**src/seic_pkg.sv**
```systemverilog
// Constants for the switch input edge interrupt qualification block.
// Assumes a register port that carries a 6-bit offset and 24-bit data words.
package seic_pkg;
	// ----------------------------------------------------------------
	// Register map
	// ----------------------------------------------------------------
	localparam int         REG_AW      = 6;
	localparam int         REG_DW      = 24;
	localparam logic [5:0] SINGLE_OFS  = 6'h25;
	localparam logic [5:0] DUAL_OFS    = 6'h26;
	localparam logic [23:0] RESET_WORD = 24'h000000;

	// ----------------------------------------------------------------
	// Field layout
	// ----------------------------------------------------------------
	localparam int SINGLE_CNT   = 5;   // Inputs 0..4 handled here
	localparam int SINGLE_FW    = 2;
	localparam int SINGLE_USED  = 10;  // Bits 9..0 of the single word
	localparam int DUAL_CNT     = 6;   // Inputs 12..17
	localparam int DUAL_FW      = 4;
	localparam int DUAL_FIRST   = 12;

	// Edge select encodings
	typedef enum logic [1:0] {
		SEIC_EDGE_NONE = 2'h0,
		SEIC_EDGE_RISE = 2'h1,
		SEIC_EDGE_FALL = 2'h2,
		SEIC_EDGE_BOTH = 2'h3
	} seic_edge_t;
endpackage : seic_pkg

```
**src/seic_edge_qual.sv**
```systemverilog
// Edge qualifier for one threshold comparison of one switch input.
// Assumes the comparison result is already in the mclk domain.
`timescale 1ns/1ps
module seic_edge_qual (
	input  wire logic       mclk,
	input  wire logic       rst_n,
	input  wire logic       ce,
	input  wire logic       sample,
	input  wire logic       above,
	input  wire logic [1:0] edge_sel,
	output logic            irq_pulse
);
	import seic_pkg::*;

	logic prev_q;
	logic prev_ok_q;

	// ----------------------------------------------------------------
	// Previous comparison result
	// ----------------------------------------------------------------
	// The first sample after reset only seeds history, so no false edge
	always_ff @(posedge mclk) begin
		if (!rst_n) begin
			prev_q    <= 1'b0;
			prev_ok_q <= 1'b0;
		end else if (ce && sample) begin
			prev_q    <= above;
			prev_ok_q <= 1'b1;
		end
	end

	// ----------------------------------------------------------------
	// Qualification, one pulse per transition
	// ----------------------------------------------------------------
	always_comb begin
		irq_pulse = 1'b0;
		if (ce && sample && prev_ok_q) begin
			case (seic_edge_t'(edge_sel))
				SEIC_EDGE_NONE: irq_pulse = 1'b0;
				SEIC_EDGE_RISE: irq_pulse = above & ~prev_q;
				SEIC_EDGE_FALL: irq_pulse = ~above & prev_q;
				SEIC_EDGE_BOTH: irq_pulse = above ^ prev_q;
				default:        irq_pulse = 1'b0;
			endcase
		end
	end
endmodule : seic_edge_qual

```
**src/seic_top.sv**
```systemverilog
// Switch input edge interrupt configuration and qualification.
// Assumes a serial front end that turns host frames into single-cycle
// register strobes on mclk, and a comparator that presents per-input
// above-threshold results together with a sample strobe.
// Limitations
// Bits 23..10 of the single word are stored but qualify nothing here.
// A field change takes effect at the next sample strobe; the history of
// every comparison tracks samples whatever its field holds.
// Clock enable low freezes every flop, request pulses included.
`timescale 1ns/1ps
module seic_top (
	input  wire logic                          mclk,
	input  wire logic                          rst_n,
	input  wire logic                          ce,
	input  wire logic                          reg_wr,
	input  wire logic                          reg_rd,
	input  wire logic [seic_pkg::REG_AW-1:0]   reg_addr,
	input  wire logic [seic_pkg::REG_DW-1:0]   reg_wdata,
	output logic      [seic_pkg::REG_DW-1:0]   reg_rdata,
	output logic                               reg_rvalid,
	input  wire logic                          sample,
	input  wire logic [seic_pkg::SINGLE_CNT-1:0] selected_threshold,
	input  wire logic [seic_pkg::DUAL_CNT-1:0]   group_two_first_threshold,
	input  wire logic [seic_pkg::DUAL_CNT-1:0]   group_two_second_threshold,
	output logic      [seic_pkg::SINGLE_CNT-1:0] single_irq,
	output logic      [seic_pkg::DUAL_CNT-1:0]   dual_irq,
	output logic                               irq_any
);
	import seic_pkg::*;

	logic [REG_DW-1:0]       single_threshold_edge_irq_enables_q;
	logic [REG_DW-1:0]       dual_threshold_edge_irq_enables_q;
	logic [SINGLE_CNT-1:0]   single_hit;
	logic [DUAL_CNT-1:0]     first_hit;
	logic [DUAL_CNT-1:0]     second_hit;
	logic [SINGLE_CNT-1:0]   single_irq_q;
	logic [DUAL_CNT-1:0]     dual_irq_q;
	logic [REG_DW-1:0]       rdata_q;
	logic                    rvalid_q;
	logic                    wr_single;
	logic                    wr_dual;
	logic [SINGLE_FW-1:0]    switch_zero_edge_select;
	logic [SINGLE_FW-1:0]    switch_one_edge_select;
	logic [SINGLE_FW-1:0]    switch_two_edge_select;
	logic [SINGLE_FW-1:0]    switch_three_edge_select;
	logic [SINGLE_FW-1:0]    switch_four_edge_select;
	logic [DUAL_FW-1:0]      switch_twelve_edge_select;
	logic [DUAL_FW-1:0]      switch_thirteen_edge_select;
	logic [DUAL_FW-1:0]      switch_fourteen_edge_select;
	logic [DUAL_FW-1:0]      switch_fifteen_edge_select;
	logic [DUAL_FW-1:0]      switch_sixteen_edge_select;
	logic [DUAL_FW-1:0]      switch_seventeen_edge_select;
	logic [SINGLE_FW-1:0]    single_sel [SINGLE_CNT];
	logic [DUAL_FW-1:0]      dual_sel   [DUAL_CNT];

	// Offset decode, shared by the write and the read paths
	// Bit 0 selects the single word, bit 1 the dual word
	function automatic logic [1:0] decode(input logic [REG_AW-1:0] a);
		case (a)
			SINGLE_OFS: decode = 2'h1;
			DUAL_OFS:   decode = 2'h2;
			default:    decode = 2'h0;
		endcase
	endfunction : decode

	// Write strobes per word; ce low drops the write entirely
	assign wr_single = ce && reg_wr && (decode(reg_addr) == 2'h1);
	assign wr_dual   = ce && reg_wr && (decode(reg_addr) == 2'h2);

	// ----------------------------------------------------------------
	// Configuration registers
	// ----------------------------------------------------------------
	// Bits above 9 of the single word belong to inputs this block does
	// not qualify; they are still stored so read-back stays honest.
	always_ff @(posedge mclk) begin
		if (!rst_n) begin
			single_threshold_edge_irq_enables_q <= RESET_WORD;
			dual_threshold_edge_irq_enables_q   <= RESET_WORD;
		end else begin
			if (wr_single) begin
				single_threshold_edge_irq_enables_q <= reg_wdata;
			end
			if (wr_dual) begin
				dual_threshold_edge_irq_enables_q <= reg_wdata;
			end
		end
	end

	// ----------------------------------------------------------------
	// Read-back, registered one cycle after the strobe
	// ----------------------------------------------------------------
	// Unmapped offsets read as zero rather than holding stale data
	always_ff @(posedge mclk) begin
		if (!rst_n) begin
			rdata_q  <= RESET_WORD;
			rvalid_q <= 1'b0;
		end else if (ce) begin
			rvalid_q <= reg_rd;
			if (reg_rd) begin
				case (decode(reg_addr))
					2'h1:    rdata_q <= single_threshold_edge_irq_enables_q;
					2'h2:    rdata_q <= dual_threshold_edge_irq_enables_q;
					default: rdata_q <= RESET_WORD;
				endcase
			end
		end
	end

	// ----------------------------------------------------------------
	// Field views, one name per switch input
	// ----------------------------------------------------------------
	// Named slices keep the bit map in one place; the qualifier loops
	// below only ever index the gathered arrays.
	assign switch_zero_edge_select =
		single_threshold_edge_irq_enables_q[0*SINGLE_FW +: SINGLE_FW];
	assign switch_one_edge_select =
		single_threshold_edge_irq_enables_q[1*SINGLE_FW +: SINGLE_FW];
	assign switch_two_edge_select =
		single_threshold_edge_irq_enables_q[2*SINGLE_FW +: SINGLE_FW];
	assign switch_three_edge_select =
		single_threshold_edge_irq_enables_q[3*SINGLE_FW +: SINGLE_FW];
	assign switch_four_edge_select =
		single_threshold_edge_irq_enables_q[4*SINGLE_FW +: SINGLE_FW];
	assign switch_twelve_edge_select =
		dual_threshold_edge_irq_enables_q[0*DUAL_FW +: DUAL_FW];
	assign switch_thirteen_edge_select =
		dual_threshold_edge_irq_enables_q[1*DUAL_FW +: DUAL_FW];
	assign switch_fourteen_edge_select =
		dual_threshold_edge_irq_enables_q[2*DUAL_FW +: DUAL_FW];
	assign switch_fifteen_edge_select =
		dual_threshold_edge_irq_enables_q[3*DUAL_FW +: DUAL_FW];
	assign switch_sixteen_edge_select =
		dual_threshold_edge_irq_enables_q[4*DUAL_FW +: DUAL_FW];
	assign switch_seventeen_edge_select =
		dual_threshold_edge_irq_enables_q[5*DUAL_FW +: DUAL_FW];

	// Gathered by input index for the generate loops
	assign single_sel[0] = switch_zero_edge_select;
	assign single_sel[1] = switch_one_edge_select;
	assign single_sel[2] = switch_two_edge_select;
	assign single_sel[3] = switch_three_edge_select;
	assign single_sel[4] = switch_four_edge_select;
	assign dual_sel[0]   = switch_twelve_edge_select;
	assign dual_sel[1]   = switch_thirteen_edge_select;
	assign dual_sel[2]   = switch_fourteen_edge_select;
	assign dual_sel[3]   = switch_fifteen_edge_select;
	assign dual_sel[4]   = switch_sixteen_edge_select;
	assign dual_sel[5]   = switch_seventeen_edge_select;

	// ----------------------------------------------------------------
	// Single threshold inputs 0..4
	// ----------------------------------------------------------------
	genvar gi;
	generate
		for (gi = 0; gi < SINGLE_CNT; gi++) begin : g_single
			seic_edge_qual u_qual (
				.mclk      (mclk),
				.rst_n     (rst_n),
				.ce        (ce),
				.sample    (sample),
				.above     (selected_threshold[gi]),
				// Pair 2i+1..2i of the first word
				.edge_sel  (single_sel[gi]),
				.irq_pulse (single_hit[gi])
			);
		end
	endgenerate

	// ----------------------------------------------------------------
	// Dual threshold inputs 12..17
	// ----------------------------------------------------------------
	// Each nibble drives two separate qualifiers, so one zero pair
	// never masks the other threshold.
	generate
		for (gi = 0; gi < DUAL_CNT; gi++) begin : g_dual
			seic_edge_qual u_first (
				.mclk      (mclk),
				.rst_n     (rst_n),
				.ce        (ce),
				.sample    (sample),
				.above     (group_two_first_threshold[gi]),
				.edge_sel  (dual_sel[gi][1:0]),
				.irq_pulse (first_hit[gi])
			);
			seic_edge_qual u_second (
				.mclk      (mclk),
				.rst_n     (rst_n),
				.ce        (ce),
				.sample    (sample),
				.above     (group_two_second_threshold[gi]),
				.edge_sel  (dual_sel[gi][3:2]),
				.irq_pulse (second_hit[gi])
			);
		end
	endgenerate

	// ----------------------------------------------------------------
	// Registered request pulses
	// ----------------------------------------------------------------
	always_ff @(posedge mclk) begin
		if (!rst_n) begin
			single_irq_q <= '0;
			dual_irq_q   <= '0;
		end else if (ce) begin
			single_irq_q <= single_hit;
			dual_irq_q   <= first_hit | second_hit;
		end
	end

	assign single_irq = single_irq_q;
	assign dual_irq   = dual_irq_q;
	assign irq_any    = |{single_irq_q, dual_irq_q};
	assign reg_rdata  = rdata_q;
	assign reg_rvalid = rvalid_q;
endmodule : seic_top

```
**config.mk**
```make
export PLATFORM = sky130hd
export DESIGN_NAME = seic_top
export DESIGN_NICKNAME = d
export VERILOG_FILES = /design/src/seic_pkg.sv /design/src/seic_edge_qual.sv /design/src/seic_top.sv
export SDC_FILE = /design/constraint.sdc
export NUM_CORES = 1
export LEC_CHECK = 0
export BUFFER_PORTS_ARGS = -buffer_cell sky130_fd_sc_hd__buf_2
export CORE_UTILIZATION = 53
export CTS_BUF_LIST = sky130_fd_sc_hd__clkbuf_4 sky130_fd_sc_hd__clkbuf_8
export DETAILED_ROUTE_END_ITERATION = 10
export HOLD_SLACK_MARGIN = 0.08
export PLACE_DENSITY = 0.79
export SETUP_SLACK_MARGIN = 0.3
export SYNTH_ARGS = -nofsm -noshare
export SYNTH_HDL_FRONTEND = slang
export SYNTH_HIERARCHICAL = 1
export SYNTH_SLANG_ARGS = --single-unit
```
**constraint.sdc**
```tcl
create_clock -name mclk -period 1.45 [get_ports mclk]
set_input_delay 0 -clock mclk [delete_from_list [all_inputs] [get_ports mclk]]
set_output_delay 0 -clock mclk [all_outputs]
set_load 0.05 [all_outputs]
```
==> qor.csv <==
stage;metric;value;unit
final_layout;layout cells sized above 1;0.325;
sta;Hold WS;0.114;ns
placed_design;dpl hpwl;9880;µm
power_and_ir_drop;maximum vdd drop;0.000633;V
sta;minimum clock period;1.37;ns
floorplanning;die area;11100;µm²
synth;FFs w/ async S/R, synth;0;
global_route;first-pass GRT wire length;25200;µm
route;Initial DRC Count;327;
route;met3 wire len;996;µm
route;DRC Markers;0;
floorplanning;chip height;106;µm
synth;ys flop type;dfxtp_1;
synth;count leader, synth;dfxtp_1;
sta;normalized max-slew margin;0.557;
route;M1 WL;6880;µm
hold_path;HP Class;input pin to register;
synth;Post-synth top cells;dfxtp_1, nand2_1, mux2i_1, inv_1, a21oi_1;
clock_tree;clk buf depth;2;
placed_design;PortBufs;89;
setup_path;CP arrival;1.37;ns
placed_design;placed cell area;6400;µm²
sta;fmax;731;MHz
final_layout;filler instances;703;
route;antenna-violating nets left;0;
route;drt total wl;17300;µm
global_route;number of global-route vias before repair;5058;
floorplanning;row cnt;37;
synth;FF+latch count, synth;118;
clock_tree;total CTS buffers;17;
sta;Clock Skews;0.00717;ns
clock_tree;later-pin clock latency in the skew report;0.43;ns
power_and_ir_drop;Pleak;0.00334;µW
synth;Post-synth EDFFs;0;
final_layout;NumNets Final;854;
synth;synthesized instance count;612;
synth;post-synth top area share;0.416;
final_layout;Antenna diodes;0;
synth;synth warn;6;
floorplanning;die width;106;µm
run_status;status;completed;
job;Max Cap Viol;0;
sta;RSZ-0062 raised after global routing;yes;
placed_design;GPL Wtd Cong;0.782;
power_and_ir_drop;Design Power;7430;µW
global_route;Total GRT Usage;0.292;
synth;count of different cell masters after synthesis;27;
final_layout;synth-to-layout area growth;38.6;%
final_layout;final instance area;7880;µm²
clock_tree;TritonCTS clock tree;yes;
setup_path;worst path required time;1.45;ns
setup_path;Worst setup SP type;register;
route;First-pass DRT Iterations;6;
setup_path;Worst Path Max Fanout;3;
sta;final hold vios;0;
clock_tree;number of H-tree levels;4;
synth;Cell Area, Synth;5680;µm²
sta;Period Utilization, post-route;0.943;
global_route;initial antenna violation count;0;
floorplanning;core area;10400;µm²
sta;# setup viols final;0;
synth;Synth area leader;dfxtp_1;
floorplanning;Initial Util;0.548;
global_route;total global routing overflow;0;
setup_path;CP Class;register to output port;
synth;largest cells by area after synthesis;dfxtp_1, mux2i_1, ha_1;
power_and_ir_drop;Pwr per Cell Area;944;nW/µm²
sta;Final Max Tran Viols;0;
sta;setup TNS;0;ns
synth;Seq/Total Area, Yosys;0.416;
global_route;largest net degree at the start of global routing;69;
route;via count;5292;
sta;Slew @ Worst Pin;0.663;ns
route;post-DR vias/cell;5.79;
clock_tree;Clock Sinks;118;
synth;Net Count, Synth;701;
route;WL met2;8690;µm
synth;syn_area_per_cell;9.29;µm²
setup_path;CP endpoint kind;output port;
route;mean routed wirelength per cell;18.9;µm
clock_tree;CTS Root Cell;clkbuf_8;
clock_tree;CTS clk-pin slew, worst paths;0.07;ns
floorplanning;io pins;90;
route;Max Used Layer;met4;
## worst paths after layout
path,from,to,slack (ns),depth (start not counted)
max,dual_irq[3],irq_any,0.08,3
min,sample,g_dual[1].u_second/prev_q,0.11,4
max reg2reg,g_dual[2].u_first/prev_q,dual_irq[2],0.18,6
min reg2reg,single_threshold_edge_irq_enables_q[23],single_threshold_edge_irq_enables_q[23],0.47,2
## repair_timing
item                                   in CTS  in global routing
setup buffers                               4                  2
setup endpoints to repair                  12                 41
endpoints found under the hold margin      66                  0
hold buffers                               44                  0
gates resized for setup                    53                 67
pin swaps                                  38                 25
gates cloned                                0                  3
## sequential cells by signal, indices dropped and copies added (netlist names)
name and cells:
g_dual.u_second/prev_q 6, g_single.u_qual/prev_q 5, dual_irq 6, g_dual.u_second/prev_ok_q 6, g_single.u_qual/prev_ok_q 5, reg_rdata 24
dual_threshold_edge_irq_enables_q 24, g_dual.u_first/prev_ok_q 6, single_irq 5, single_threshold_edge_irq_enables_q 24, reg_rvalid 1, g_dual.u_first/prev_q 6
## layer usage
metal	up-vias	track usage
li1	2438	-
met2	243	0.506
met1	2549	0.341
met3	62	0.0569
met5	-	0
met4	0	0.150
## metrics by stage
| step | setup slack [ns] | utilization | instances |
|---|---|---|---|
| after floorplan | 0.146 | - | 612 |
| after global placement | 0.0104 | 0.618 | 829 |
| after detailed placement | -0.102 | 0.618 | 829 |
| after CTS | 0.0679 | 0.728 | 909 |
| after global routing | 0.0324 | 0.760 | 914 |
| final | 0.0822 | 0.760 | 914 |
## critical path, cell delays in order (launching register included)
cell	delay (ns)
dfxtp_2	0.36
nor4_4	0.30
nand3_2	0.11
buf_6	0.17
## where the power goes
part | internal, µW | switching (µW) | leakage, µW
Sequential | 3310 | 62.1 | 0.000966
Clock | 1860 | 1380 | 0.000208
Combinational | 369 | 459 | 0.00217
Total | 5540 | 1900 | 0.00334
## logic make-up (layout without fill, tap and decap cells)
logic type,Yosys count,in the layout,share of synthesized area
AOI/OAI and AO/OA,129,130,0.172
and+or+nand+nor,182,182,0.147
muxes,71,71,0.125
DFF,118,118,0.416
adders and majority gates,36,36,0.0792
buffers and inverters,76,241,0.0605
## cell usage in the layout, fill, tap and decap left out, types with 3 or more instances in the layout
cell type	instances
a211oi_2	17
a21boi_0	17
a21oi_1	35
a21oi_2	5
a22oi_1	21
a22oi_2	3
buf_12	7
buf_2	79
buf_4	17
buf_6	9
bufinv_16	3
clkbuf_8	20
clkinvlp_4	4
dfxtp_1	100
dfxtp_2	16
dlygate4sd3_1	44
ha_1	20
ha_4	15
inv_1	38
inv_2	13
mux2i_1	61
mux2i_2	9
nand2_1	106
nand3_1	34
nor2_1	4
nor2b_1	23
o21ai_0	6
o2bb2ai_1	10
o2bb2ai_2	11
o2bb2ai_4	3
## final cells by class
class                      instances  area [µm²]  area share
clock buffer                      21         283      0.0359
clock inverter                    11         148      0.0187
inverter                          51         191      0.0243
multi-input combinational        419        3470       0.440
sequential                       118        2390       0.303
tap                              136         170      0.0216
timing repair buffer             158        1230       0.156
Note: power is estimated with default switching activity, not from simulation.
